`config.mk`:
```
export PLATFORM = sky130hd
export DESIGN_NAME = pms_sequencer
export DESIGN_NICKNAME = d
export VERILOG_FILES = /design/src/pms_pkg.sv /design/src/pms_sequencer.sv
export SDC_FILE = /design/constraint.sdc
export NUM_CORES = 2
export LEC_CHECK = 0
export ABC_AREA = 1
export BUFFER_PORTS_ARGS = -buffer_cell sky130_fd_sc_hd__buf_4
export CORE_UTILIZATION = 45
export CTS_CLUSTER_SIZE = 24
export DETAILED_ROUTE_END_ITERATION = 16
export PLACE_DENSITY = 0.57
export SLEW_MARGIN = 20
export SYNTH_ARGS = -nofsm -noshare
export SYNTH_HDL_FRONTEND = slang
export SYNTH_SLANG_ARGS = --single-unit
```
`constraint.sdc`:
```
create_clock -name pclk -period 5 [get_ports pclk]
set_input_delay 0.5 -clock pclk [delete_from_list [all_inputs] [get_ports pclk]]
set_output_delay 0.5 -clock pclk [all_outputs]
set_load 0.02 [all_outputs]
```
`src/pms_pkg.sv`:
```
// constants, register map and encodings of the measurement sequencer
package pms_pkg;
  localparam int unsigned AW  = 8;  // apb address width
  localparam int unsigned DW  = 32; // apb data width
  localparam int unsigned SW  = 16; // detector sample width
  localparam int unsigned NCH = 3;  // channels per module
  // register byte offsets
  localparam logic [AW-1:0] A_CTRL  = 8'h00; // mode, feed, aux, quantity, run
  localparam logic [AW-1:0] A_TIME  = 8'h04; // phase length in cycles
  localparam logic [AW-1:0] A_PNTS  = 8'h08; // trace points
  localparam logic [AW-1:0] A_STAT  = 8'h0C; // sequencer state
  localparam logic [AW-1:0] A_CHSEL = 8'h10; // channel for result reads
  localparam logic [AW-1:0] A_RES   = 8'h14; // result of selected channel
  localparam logic [AW-1:0] A_RALL  = 8'h18; // all results, comma stream
  localparam logic [AW-1:0] A_AUXLO = 8'h1C; // min or random trace value
  localparam logic [AW-1:0] A_AUXHI = 8'h20; // max trace value
  localparam logic [AW-1:0] A_CAT   = 8'h24; // quantity catalog stream
  // control field positions
  localparam int unsigned C_RUN  = 0;  // run request
  localparam int unsigned C_TRC  = 1;  // 1: trace mode
  localparam int unsigned C_MOV  = 2;  // 1: moving termination
  localparam int unsigned C_FEED = 3;  // 2 bits
  localparam int unsigned C_AUX  = 5;  // 2 bits
  localparam int unsigned C_QTY  = 7;  // 3 bits
  localparam int unsigned C_AVG  = 10; // 3 bits, log2 of average count
  localparam int unsigned CW     = 13; // control width
  // status field positions
  localparam int unsigned S_CHOP = 2;
  localparam int unsigned S_SETL = 3;
  localparam int unsigned S_TERR = 4;
  localparam int unsigned S_CNT  = 8;  // 8 bits
  // reset values
  localparam logic [CW-1:0] CTRL_RST  = 13'h0000;
  localparam logic [SW-1:0] TIME_RST  = 16'h0064;
  localparam logic [SW-1:0] PNTS_RST  = 16'h000A;
  localparam logic [1:0]    CHSEL_RST = 2'h1;
  localparam logic [DW-1:0] SEP_WORD  = 32'h0000002C; // ascii comma
  // result feed
  localparam logic [1:0] F_AVG = 2'h0;
  localparam logic [1:0] F_PK  = 2'h1;
  localparam logic [1:0] F_RND = 2'h2;
  // aux_measure_select measurement
  localparam logic [1:0] X_NONE = 2'h0;
  localparam logic [1:0] X_MM   = 2'h1;
  localparam logic [1:0] X_RM   = 2'h2;
  // output quantities
  localparam logic [2:0] Q_ISO = 3'h0;
  localparam logic [2:0] Q_DEN = 3'h1;
  localparam logic [2:0] Q_EF  = 3'h2;
  localparam logic [2:0] Q_MF  = 3'h3;
  localparam logic [2:0] Q_DET = 3'h4;
  localparam logic [3:0] CAT_LAST = 4'h8; // stream words minus one
  localparam logic [2:0] RALL_LAST = 3'h4;
  localparam int unsigned Z0_MOHM = 376730; // free space, milliohm
  // random pick source
  localparam logic [15:0] LFSR_SEED = 16'hACE1;
  localparam logic [15:0] LFSR_TAPS = 16'hB400;
  typedef enum logic [1:0] {
    S_IDLE  = 2'b00,
    S_WAIT  = 2'b01,
    S_PHASE = 2'b11,
    S_DONE  = 2'b10
  } pms_state_e;
endpackage : pms_pkg

```
`src/pms_sequencer.sv`:
```
// power measurement sequencer with apb register slave
//
// The APB interface to the registers and the register addresses were decided locally.
module pms_sequencer (
  input  wire logic                   pclk,         // bus clock
  input  wire logic                   presetn,      // async reset
  input  wire logic [pms_pkg::AW-1:0] paddr,        // byte address
  input  wire logic                   psel,         // slave select
  input  wire logic                   penable,      // access phase
  input  wire logic                   pwrite,       // 1 write
  input  wire logic [pms_pkg::DW-1:0] pwdata,       // write data
  output logic      [pms_pkg::DW-1:0] prdata,       // read data
  output logic                        pready,       // access done
  output logic                        pslverr,      // unmapped
  input  wire logic                   trig,         // trigger pulse
  input  wire logic                   smp_vld,      // samples valid
  input  wire logic [pms_pkg::SW-1:0] smp_ch1,      // channel 1
  input  wire logic [pms_pkg::SW-1:0] smp_ch2,      // channel 2
  input  wire logic [pms_pkg::SW-1:0] smp_ch3,      // channel 3
  output logic                        trig_sync,    // phase active
  output logic                        chop_inv,     // detector invert
  output logic                        res_stb,      // new result
  output logic                        settled,      // result settled
  output logic      [2:0]             quantity_sel  // output quantity
);
  import pms_pkg::*;

  // registers
  logic [CW-1:0]    ctrl_r;   // control word
  logic [SW-1:0]    time_r;   // phase cycles
  logic [SW-1:0]    pnts_r;   // trace points
  logic [1:0]       chsel_r;  // selected channel
  logic [2:0]       rptr_r;   // all-result stream index
  logic [3:0]       cptr_r;   // catalog stream index
  pms_state_e       st_r;     // sequencer state
  pms_state_e       st_nxt;   // next state
  logic [SW-1:0]    tcnt_r;   // cycles in phase
  logic [SW:0]      pacc_r;   // point boundary accumulator
  logic [7:0]       n_r;      // completed measurements
  logic             chop_r;   // inverted phase
  logic             sync_r;   // sync output
  logic             stb_r;    // result strobe
  logic             setl_r;   // settled flag
  logic [15:0]      lfsr_r;   // random source
  logic [DW-1:0]    prdata_r; // read data
  logic             pready_r; // ready
  logic             pslverr_r;// error
  // control fields
  logic             run, trc, mov_req, mov, single;
  logic [1:0]       feed, aux;
  logic [2:0]       avg_k;
  logic [7:0]       avg_n;    // average count
  // sequencing terms
  logic [SW-1:0]    tlim;     // last cycle index of a phase
  logic             ph_end;   // phase finishes this cycle
  logic             ph_start; // phase begins next cycle
  logic             pt_end;   // trace point boundary
  logic [SW:0]      psum;     // point accumulator sum
  logic             last_n;   // repeat window complete
  logic             deliver;  // result leaves at done
  logic [7:0]       n_inc;    // measurement count plus one
  // bus terms
  logic             setup;    // setup cycle
  logic             acc;      // completing access
  logic             hit;      // mapped address
  logic [DW-1:0]    rdata;    // read mux
  // per channel results
  logic [DW-1:0]    res_w [NCH];
  logic [DW-1:0]    lo_w  [NCH];
  logic [DW-1:0]    hi_w  [NCH];
  logic [NCH*SW-1:0] smp_all;

  assign smp_all = {smp_ch3, smp_ch2, smp_ch1};
  assign run     = ctrl_r[C_RUN];
  assign trc     = ctrl_r[C_TRC];              // 0 continuous average
  assign mov_req = ctrl_r[C_MOV];
  assign feed    = ctrl_r[C_FEED +: 2];
  assign aux     = ctrl_r[C_AUX +: 2];
  assign avg_k   = ctrl_r[C_AVG +: 3];
  assign avg_n   = 8'h01 << avg_k;
  assign single  = (avg_k == 3'h0);            // termination ignored
  // trace mode forces repeating termination
  assign mov     = mov_req & ~trc & ~single;

  // outputs straight from flops
  assign prdata       = prdata_r;
  assign pready       = pready_r;
  assign pslverr      = pslverr_r;
  assign trig_sync    = sync_r;
  assign chop_inv     = chop_r;
  assign res_stb      = stb_r;
  assign settled      = setl_r;
  assign quantity_sel = ctrl_r[C_QTY +: 3];

  // sequencing decisions
  always_comb begin
    tlim    = (time_r == '0) ? '0 : time_r - 16'h0001;
    ph_end  = (st_r == S_PHASE) && (tcnt_r == tlim);
    psum    = pacc_r + {1'b0, pnts_r};
    // bresenham spread: points boundaries over time cycles
    pt_end  = (st_r == S_PHASE) && trc && (psum >= {1'b0, time_r});
    n_inc   = (n_r == 8'hFF) ? n_r : n_r + 8'h01;
    last_n  = (n_inc >= avg_n);
    deliver = single | mov | last_n;
    st_nxt  = st_r;
    case (st_r)
      S_IDLE: begin
        if (run) st_nxt = S_WAIT;
      end
      S_WAIT: begin
        if (!run) st_nxt = S_IDLE;
        else if (trig) st_nxt = S_PHASE;
      end
      S_PHASE: begin
        if (ph_end) begin
          // cont mode chains the inverted phase without a trigger
          if (!chop_r && !single && !trc) st_nxt = S_PHASE;
          else if (!chop_r && !single) st_nxt = S_WAIT;
          else st_nxt = S_DONE;
        end
      end
      S_DONE: begin
        st_nxt = (single || !run) ? S_IDLE : S_WAIT;
      end
      default: st_nxt = S_IDLE;
    endcase
    ph_start = (st_r == S_WAIT) && (st_nxt == S_PHASE);
  end

  // state register
  always_ff @(posedge pclk or negedge presetn) begin
    if (!presetn) st_r <= S_IDLE;
    else st_r <= st_nxt;
  end

  // phase timer and point accumulator
  always_ff @(posedge pclk or negedge presetn) begin
    if (!presetn) begin
      tcnt_r <= '0;
      pacc_r <= '0;
    end else if (st_r != S_PHASE || ph_end) begin
      tcnt_r <= '0;                            // exact trace time
      pacc_r <= '0;
    end else begin
      tcnt_r <= tcnt_r + 16'h0001;
      pacc_r <= pt_end ? psum - {1'b0, time_r} : psum;
    end
  end

  // chopper polarity and sync output
  always_ff @(posedge pclk or negedge presetn) begin
    if (!presetn) begin
      chop_r <= 1'b0;
      sync_r <= 1'b0;
    end else begin
      // sync follows the next state so it spans the phase exactly
      sync_r <= (st_nxt == S_PHASE);
      if (st_r == S_DONE || st_r == S_IDLE) chop_r <= 1'b0;
      else if (ph_end && !single) chop_r <= 1'b1;
    end
  end

  // measurement counter, strobe and settled flag
  always_ff @(posedge pclk or negedge presetn) begin
    if (!presetn) begin
      n_r    <= '0;
      stb_r  <= 1'b0;
      setl_r <= 1'b0;
    end else begin
      stb_r <= (st_r == S_DONE) && deliver;
      if (st_r == S_IDLE && run) begin
        n_r <= '0;
      end else if (st_r == S_DONE) begin
        // repeat restarts the window, moving keeps counting
        n_r <= (mov) ? n_inc : (deliver ? 8'h00 : n_inc);
        if (deliver) setl_r <= single | last_n;
      end
    end
  end

  // random source, free running
  always_ff @(posedge pclk or negedge presetn) begin
    if (!presetn) lfsr_r <= LFSR_SEED;
    else lfsr_r <= (lfsr_r >> 1) ^ (lfsr_r[0] ? LFSR_TAPS : 16'h0000);
  end

  // per channel datapath
  for (genvar c = 0; c < NCH; c++) begin : g_ch
    logic [SW-1:0]        s;       // this channel's sample
    logic signed [DW-1:0] sv;      // sample as signed word
    logic signed [DW-1:0] acc_r;   // chopped sum
    logic signed [DW-1:0] avg_r;   // window sum or moving value
    logic signed [DW-1:0] avg_o;   // result of averaging
    logic [DW-1:0]        res_r;   // delivered result
    logic [DW-1:0]        lo_r;    // min or random
    logic [DW-1:0]        hi_r;    // max
    logic [SW-1:0]        pk_r, mn_r, rn_r;    // running trackers
    logic [SW-1:0]        ppk_r, pmn_r, prn_r; // last trace point
    logic                 first_r; // tracker empty
    logic                 take, trk, clr, fresh;

    assign s  = smp_all[c*SW +: SW];
    assign sv = signed'({{(DW-SW){1'b0}}, s});
    // no accumulation outside a phase
    assign take  = (st_r == S_PHASE) && smp_vld;
    assign trk   = take && !chop_r;
    assign clr   = (ph_start && !chop_r) || pt_end;
    assign fresh = first_r || clr;

    // averaging of the measurement values
    always_comb begin
      if (mov && n_r != 8'h00) avg_o = avg_r + ((acc_r - avg_r) >>> avg_k);
      else if (mov) avg_o = acc_r;
      else avg_o = (avg_r + acc_r) >>> avg_k;
    end

    // chopped accumulation: add then subtract
    always_ff @(posedge pclk or negedge presetn) begin
      if (!presetn) acc_r <= '0;
      else if (st_r == S_DONE) acc_r <= '0;
      else if (take) acc_r <= chop_r ? acc_r - sv : acc_r + sv;
    end

    // window sum or moving value
    always_ff @(posedge pclk or negedge presetn) begin
      if (!presetn) avg_r <= '0;
      else if (st_r == S_IDLE) avg_r <= '0;
      else if (st_r == S_DONE) begin
        if (mov) avg_r <= avg_o;
        else avg_r <= deliver ? '0 : avg_r + acc_r;
      end
    end

    // peak, min and random trackers over noninverted samples
    always_ff @(posedge pclk or negedge presetn) begin
      if (!presetn) begin
        first_r <= 1'b1;
        pk_r    <= '0;
        mn_r    <= '0;
        rn_r    <= '0;
      end else if (trk) begin
        first_r <= 1'b0;
        if (fresh || s > pk_r) pk_r <= s;
        if (fresh || s < mn_r) mn_r <= s;
        // random pick always lies within min and max
        if (fresh || lfsr_r[2:0] == 3'h0) rn_r <= s;
      end else if (clr) begin
        first_r <= 1'b1;
      end
    end

    // per point capture in trace mode
    always_ff @(posedge pclk or negedge presetn) begin
      if (!presetn) begin
        ppk_r <= '0;
        pmn_r <= '0;
        prn_r <= '0;
      end else if (pt_end) begin
        ppk_r <= pk_r;
        pmn_r <= mn_r;
        prn_r <= rn_r;
      end
    end

    // result and aux_measure_select capture at delivery
    always_ff @(posedge pclk or negedge presetn) begin
      if (!presetn) begin
        res_r <= '0;
        lo_r  <= '0;
        hi_r  <= '0;
      end else if (st_r == S_DONE && deliver) begin
        case (feed)
          F_PK:    res_r <= {16'h0000, trc ? ppk_r : pk_r};
          F_RND:   res_r <= {16'h0000, trc ? prn_r : rn_r};
          default: res_r <= avg_o;
        endcase
        case (aux)
          X_MM:    lo_r <= {16'h0000, trc ? pmn_r : mn_r};
          X_RM:    lo_r <= {16'h0000, trc ? prn_r : rn_r};
          default: lo_r <= '0;
        endcase
        hi_r <= (aux == X_NONE) ? '0 : {16'h0000, trc ? ppk_r : pk_r};
      end
    end

    assign res_w[c] = res_r;
    assign lo_w[c]  = lo_r;
    assign hi_w[c]  = hi_r;
  end

  // apb phases
  assign setup = psel && !penable;
  assign acc   = psel && penable && pready_r;

  // read mux and decode
  always_comb begin
    hit   = 1'b1;
    rdata = '0;
    case (paddr)
      A_CTRL:  rdata = {{(DW-CW){1'b0}}, ctrl_r};
      A_TIME:  rdata = {16'h0000, time_r};
      A_PNTS:  rdata = {16'h0000, pnts_r};
      A_STAT:  rdata = {16'h0000, n_r, 3'h0, trc & mov_req, setl_r, chop_r, st_r};
      A_CHSEL: rdata = {30'h0, chsel_r};
      A_RES:   rdata = res_w[chsel_r - 2'h1];
      A_AUXLO: rdata = lo_w[chsel_r - 2'h1];
      A_AUXHI: rdata = hi_w[chsel_r - 2'h1];
      // results interleaved with commas
      A_RALL:  rdata = rptr_r[0] ? SEP_WORD : res_w[rptr_r[2:1]];
      // quantity codes interleaved with commas
      A_CAT:   rdata = cptr_r[0] ? SEP_WORD : {29'h0, cptr_r[3:1]};
      default: hit = 1'b0;
    endcase
  end

  // answer: ready one cycle after setup, no wait states
  always_ff @(posedge pclk or negedge presetn) begin
    if (!presetn) begin
      pready_r  <= 1'b0;
      prdata_r  <= '0;
      pslverr_r <= 1'b0;
    end else begin
      pready_r  <= setup;
      prdata_r  <= (setup && !pwrite) ? rdata : '0;
      pslverr_r <= setup && !hit;
    end
  end

  // control register; software write wins over the hardware stop
  always_ff @(posedge pclk or negedge presetn) begin
    if (!presetn) ctrl_r <= CTRL_RST;
    else if (acc && pwrite && paddr == A_CTRL) ctrl_r <= pwdata[CW-1:0];
    else if (st_r == S_DONE && single) ctrl_r[C_RUN] <= 1'b0;
  end

  // timing and channel registers
  always_ff @(posedge pclk or negedge presetn) begin
    if (!presetn) begin
      time_r  <= TIME_RST;
      pnts_r  <= PNTS_RST;
      chsel_r <= CHSEL_RST;
    end else if (acc && pwrite) begin
      if (paddr == A_TIME) time_r <= pwdata[SW-1:0];
      if (paddr == A_PNTS) pnts_r <= pwdata[SW-1:0];
      // only channels 1..3 are accepted
      if (paddr == A_CHSEL && pwdata[1:0] != 2'h0) chsel_r <= pwdata[1:0];
    end
  end

  // each stream pointer advances on a completed read of its own address
  always_ff @(posedge pclk or negedge presetn) begin
    if (!presetn) begin
      rptr_r <= '0;
      cptr_r <= '0;
    end else if (acc && !pwrite) begin
      if (paddr == A_RALL) rptr_r <= (rptr_r == RALL_LAST) ? 3'h0 : rptr_r + 3'h1;
      if (paddr == A_CAT) cptr_r <= (cptr_r == CAT_LAST) ? 4'h0 : cptr_r + 4'h1;
    end
  end
endmodule : pms_sequencer

```
# --- After elaboration in Yosys (flattened, before gate mapping) ---
# Cells that the tools add are included.
totals:
  register_bits: 920
  output_inout_bits: 41
  in_bits: 95
  wordCells: 288
  latch_bits: 0
  n_memories: 0
  mem_bits_ro: 0
  mem_bits_rw: 0
op_classes:
  shift: 7
  order_cmp: 10
  div_mod_pow: 0
  reduce_logical: 70
  muxes: 88
  n_eq_ne: 22
  bitwise_logic: 12
  n_mul: 0
  n_addsub: 26
op_table:
  columns: ["op", "n"]
  rows:
  - ["$mux W32", 37]
  - ["$pmux W32 S10", 1]
  - ["$add A32 B32 Y32", 9]
  - ["$bmux W32 S2", 4]
  - ["$mux W16", 15]
  - ["$pmux W32 S2", 3]
  - ["$sshr A32 B3 Y32", 6]
  - ["$add A32 B17 Y32", 3]
  - ["$pmux W16 S2", 3]
  - ["$sub A32 B17 Y32", 3]
  - ["$sub A32 B32 Y32", 3]
  - ["$gt A16 B16 Y1", 3]
  - ["$lt A16 B16 Y1", 3]
  - ["$mux W8", 5]
  - ["$mux W17", 2]
  - ["$eq A8 B5 Y1 const B", 4]
  - ["$reduce_and A2 Y1", 12]
  - ["$logic_and A1 B1 Y1", 23]
  - ["$add A17 B16 Y17", 1]
  - ["$ge A17 B16 Y1", 1]
  - ["$sub A17 B16 Y17", 1]
  - ["$add A16 B1 Y16 const B", 1]
  - ["$eq A16 B16 Y1", 1]
  - ["$eq A8 B4 Y1 const B", 2]
  - ["37 further kinds", 89]

# --- Logic depth before layout (Yosys ltp) ---
depth:
  word_depth: 14
  depth_mapped: 33
  mapped_depth_nobuf: 32

# --- Worst setup path before layout ---
# Ideal clock, no wire load.
synth_path:
  path_kind: "flip-flop to flip-flop"
  from: "register g_ch[2].acc_r[0]"
  to: "register g_ch[2].avg_r[14]"
  path_buffers: 0
  arrival_time_ps: 4319
  path_stages_with_launch: 28
  required_time_ps: 4883
  setup_slack_ps: 564
  setup_ps: 117
  period_less_slack_ps: 4436
  cell_sequence: "dfrtp_1 -> inv_1 -> ha_1 -> fa_1 -> o21ai_1 -> a21oi_1 -> o21ai_0 -> nand2_1 -> nand2_1 -> xor2_1 -> nand2_1 -> nand3_1 -> o21ai_0 -> o21ai_0 -> ha_1 -> a21oi_1 -> nand2_1 -> a21boi_0 -> o21ai_0 -> a21oi_1 -> o21ai_0 -> or2_2 -> nand3_1 -> nand2_1 -> nand2_1 -> nand2_1 -> nand2_1 -> nand2_1"
synth_via:
  elab_chain_len: 7
  elab_cells_between_ends: 12
  classes_between: "4 x add/sub; 2 x shift; 6 x mux"
synth_lines:
  columns: ["item", "line_no", "source"]
  rows:
  - ["from (decl)", "pms_sequencer.sv:191", "logic signed [DW-1:0] acc_r;"]
  - ["from (signal assigned)", "pms_sequencer.sv:221", "else if (take) acc_r <= chop_r ? acc_r - sv : acc_r + sv;"]
  - ["$sub A32 B32 Y32 or $add A32 B32 Y32 (tied branches)", "pms_sequencer.sv:212, pms_sequencer.sv:214", null]
  - ["$sshr A32 B3 Y32, on equally long branches", "pms_sequencer.sv:212, pms_sequencer.sv:214", null]
  - ["$add A32 B32 Y32 or $mux W32 (tied branches)", "pms_sequencer.sv:212, pms_sequencer.sv:213", null]
  - ["$mux W32", "pms_sequencer.sv:212", "if (mov && n_r != 8'h00) avg_o = avg_r + ((acc_r - avg_r) >>> avg_k);"]
  - ["$mux W32 *", "pms_sequencer.sv:229", "if (mov) avg_r <= avg_o;"]
  - ["$mux W32 *", "pms_sequencer.sv:228", "else if (st_r == S_DONE) begin"]
  - ["$mux W32 *", "pms_sequencer.sv:227", "else if (st_r == S_IDLE) avg_r <= '0;"]
  - ["to (signal assigned)", "pms_sequencer.sv:229", null]
  - ["to (signal assigned)", "pms_sequencer.sv:230", "else avg_r <= deliver ? '0 : avg_r + acc_r;"]
  - ["to (decl)", "pms_sequencer.sv:192", "logic signed [DW-1:0] avg_r;"]
# Mark *: on every way between the ends. The rest lies on a longest branch, timed or not. The select of a mux whose other input is x is not followed.
# A chain may end at the register's enable or synchronous reset.

# --- Worst setup path after layout ---
layout_path:
  from: "register g_ch[2].avg_r[7]"
  to: "register g_ch[2].res_r[22]"
layout_via:
  elab_chain_len: 5
  elab_cells_between_ends: 8
  classes_between: "3 x add/sub; 2 x shift; 3 x mux"
layout_lines:
  columns: ["item", "line_no", "source"]
  rows:
  - ["$sub A32 B32 Y32 or $add A32 B32 Y32 (tied branches)", "pms_sequencer.sv:212, pms_sequencer.sv:214", null]
  - ["$sshr A32 B3 Y32, on equally long branches", "pms_sequencer.sv:212, pms_sequencer.sv:214", null]
  - ["$add A32 B32 Y32 or $mux W32 (tied branches)", "pms_sequencer.sv:212, pms_sequencer.sv:213", null]
  - ["$mux W32 *", "pms_sequencer.sv:212", null]
  - ["$pmux W32 S2 *", "pms_sequencer.sv:272", "case (feed)"]
  - ["to (signal assigned)", "pms_sequencer.sv:273", "F_PK: res_r <= {16'h0000, trc ? ppk_r : pk_r};"]
  - ["to (signal assigned)", "pms_sequencer.sv:274", "F_RND: res_r <= {16'h0000, trc ? prn_r : rn_r};"]
  - ["to (signal assigned)", "pms_sequencer.sv:275", "default: res_r <= avg_o;"]
  - ["to (decl)", "pms_sequencer.sv:194", "logic [DW-1:0] res_r;"]
# Mark *: on every way between the ends. The rest lies on a longest branch, timed or not.

==> reports/metrics.cfg <==
[setup_path]
cp_max_fo=4
cp_slowest_stage_delay_ps=380
start_kind=flop
critPathSlowestCell=dfrtp_1
timing.setup.critical_path_class=flop to flop
cp_data_required_time_ps=5600
end_kind=flop
reg2reg_setup_slack_ps=100
reg2reg_depth=28
r2r_start=g_ch[2].avg_r[7]
r2r-end=g_ch[2].res_r[22]
worstPathArrival_ps=5500

[clock_tree]
insertion_delay_ps=790
clkSlewWorstSetupHoldPaths_ps=70
root_buffer=clkbuf_16
clock_path_buffers=3
cts_tree=yes
ctsHtreeMaxLevel=3
numCtsBuffers=99
cts_num_sinks=824

[hold_path]
hold-path-endpoint=time_r[6]
hp-class=input pin to flop
min_from=pwdata[6]
hold_depth=3

[timing]
finClkSkew_ps=82.7
fin_crit_sh=0.981
setup_violations=0
rsz0062_at_grt=true
tightest_slew_ps=1280
fin_hold_ws_ps=38.0
fmax_mhz=204
slew_violations=0
slew_headroom=0.144
hold_violations=0
tns_ps=0
final.min_clock_period_ps=4900

[cells_and_area]
largestRegisters=g_ch.acc_r (96), g_ch.avg_r (96), g_ch.res_r (96)
nets=12600
fillers=16300
drive_gt1_frac=0.134
fin_area_mm2=0.0872
areaGrowthSynthToFinish_pct=18.8

[detailed_routing]
wl_met2_mm=149
vias_per_cell=5.92
m1WireLength_mm=141
top_layer=met5
dr.pass1.iters=8
wl_per_cell_um=24.5
via_count=83900
dr_wl_met3_mm=35.7
detail-route-antenna-nets=0
drt-initial-drc-count=11700
drc=0
drt_wl_total_mm=347

[logic_synthesis]
synthFlopType=dfrtp_1
syn_area_mm2=0.0734
ys_top_cells_by_area=dfrtp_1 28%, nand2_1 16%, ha_1 9.2%, nand3_1 8.2%, o21ai_0 6.7%
synth_seq_area_share=0.281
syn_area_per_cell_um2=6.52
syn-num-nets=11900
synth_edf_count=0
synth_cell_types=70
yosysTopAreaCell=dfrtp_1
synth_cells=11200
synth_common_cells=3201 x nand2_1, 1205 x nand3_1, 1192 x inv_1, 986 x o21ai_0, 809 x dfrtp_1
ys_ff_latch=824
ys_warn_count=0
yosysTopAreaCellShare=0.276
async_flop_share=1.00
synth.most_common_cell=nand2_1

[status]
status=completed

[die]
die_area_mm2=0.165
die_x_um=406
initial_core_util=0.455
fp.dieH_um=406
placeableCoreArea_mm2=0.161
io_pins=136
core.rowCount=147

[power_and_ir_drop]
vdd_drop_max_mv=0.309
cellPowerDensity_mw_per_mm2=177
p_leak_uw=0.0458

[placement]
postPlaceCellArea_mm2=0.0825
routabilityCongestion=1.04
io_buffers=119
hpwl_mm=274

[grt]
antenna_found_initial=10
grt_pass1_vias=77700
grt_pass1_wl_mm=503
grt_max_degree=184
track_usage=0.410
gr-total-overflow=0

[run]
cap_violations=0

## kinds of logic (layout without fill, tap and decap cells)
kind of cell | after synthesis | in the layout | synth area share
muxes | 22 | 22 | 0.00300
other | 0 | 3 | 0
DFF | 824 | 824 | 0.281
AOI/OAI and AO/OA | 2414 | 2414 | 0.187
xor gates and xnor gates | 232 | 232 | 0.0278
and+or+nand+nor | 5463 | 5464 | 0.312
buffers and inverters | 1742 | 2489 | 0.0927
adders and majority gates | 552 | 552 | 0.0955
## critical path: cells and delay by family, from the launching register on
kind                       cells  cell delay (ps)
DFF                            1              380
AOI/OAI and AO/OA              6             1020
buffers and inverters          4              520
and+or+nand+nor               15             1890
adders and majority gates      2              630
xor gates and xnor gates       1              280
## area by class of cell
class / instances / area (um^2) / share of cell area
Multi-Input combinational cell: 8684 / 47000 / 0.539
Clock inverter: 49 / 776 / 0.00890
Timing Repair Buffer: 1097 / 8760 / 0.100
Antenna cell: 3 / 7.51 / 0.0000861
Clock buffer: 135 / 2770 / 0.0318
Tap cell: 2160 / 2700 / 0.0310
Sequential cell: 824 / 20700 / 0.237
Inverter: 1208 / 4560 / 0.0523
## repair_timing
action / in CTS / in global routing
hold endpoints to repair: 61 / 0
pin swaps: 1 / 38
gates resized for setup: 25 / 250
cloned: 0 / 1
endpoints found under the setup margin: 65 / 256
setup buffers: 0 / 14
hold buffers: 5 / 0
## cells in the final DEF, fill, tap and decap left out, types with 14 or more instances in the layout
cell type	n
nor3_1	106
nor4_1	18
a21oi_2	44
nor2_1	679
o211ai_1	67
o31ai_1	73
nor2_2	15
a221oi_1	39
o22ai_1	158
o21a_1	26
a21oi_1	631
o21ai_2	24
buf_4	1049
mux2i_1	21
dfrtp_1	803
nand2_2	29
o221ai_1	33
xor2_1	168
buf_12	40
ha_1	519
a21boi_0	20
o21bai_1	53
o21ai_1	97
or2_2	78
bufinv_16	14
dfstp_2	15
o21ai_0	915
a21o_1	49
clkbuf_16	99
nand4_1	84
nand3_1	1193
xnor2_1	51
a31oi_1	78
inv_1	1186
nand2_1	3174
clkbuf_1	20
o32ai_1	22
clkbuf_8	16
## per-layer routing
metal / vias up / track usage
li1: 38900 / -
met2: 4593 / 0.624
met1: 39500 / 0.548
met3: 906 / 0.0857
met5: - / 0
met4: 16 / 0.210
## where the power goes
group | leakage, uW | switching [uW] | total [uW] | internal [uW]
logic | 0.0328 | 564 | 784 | 220
clock network | 0.00171 | 3330 | 7980 | 4650
registers | 0.0113 | 4.93 | 6680 | 6670
total | 0.0458 | 3900 | 15400 | 11500
## worst max-delay path by stage
stage                                 from           endpoint  slack (ps)  cells after the start
after floorplan           g_ch[2].acc_r[0]  g_ch[2].avg_r[14]         560                     27
after global placement    g_ch[0].acc_r[0]  g_ch[0].res_r[29]        -250                     31
after detailed placement  g_ch[1].acc_r[0]  g_ch[1].avg_r[29]        -190                     28
after CTS                 g_ch[2].acc_r[0]  g_ch[2].avg_r[29]           2                     31
after global routing      g_ch[2].acc_r[0]  g_ch[2].res_r[22]         -90                     33
final                     g_ch[2].avg_r[7]  g_ch[2].res_r[22]         100                     28
## per-stage QoR
stage	cells	power [uW]	setup WS [ps]	utilization
6_report	14200	15400	97.3	0.541
5_1_grt	14200	15800	-91.1	0.541
4_1_cts	14100	15500	2.45	0.534
3_5_place_dp	14000	7570	-193	0.512
3_3_place_gp	14000	7550	-246	0.512
2_1_floorplan	11200	7110	564	-
No activity file was read; power rests on OpenSTA's default activity.
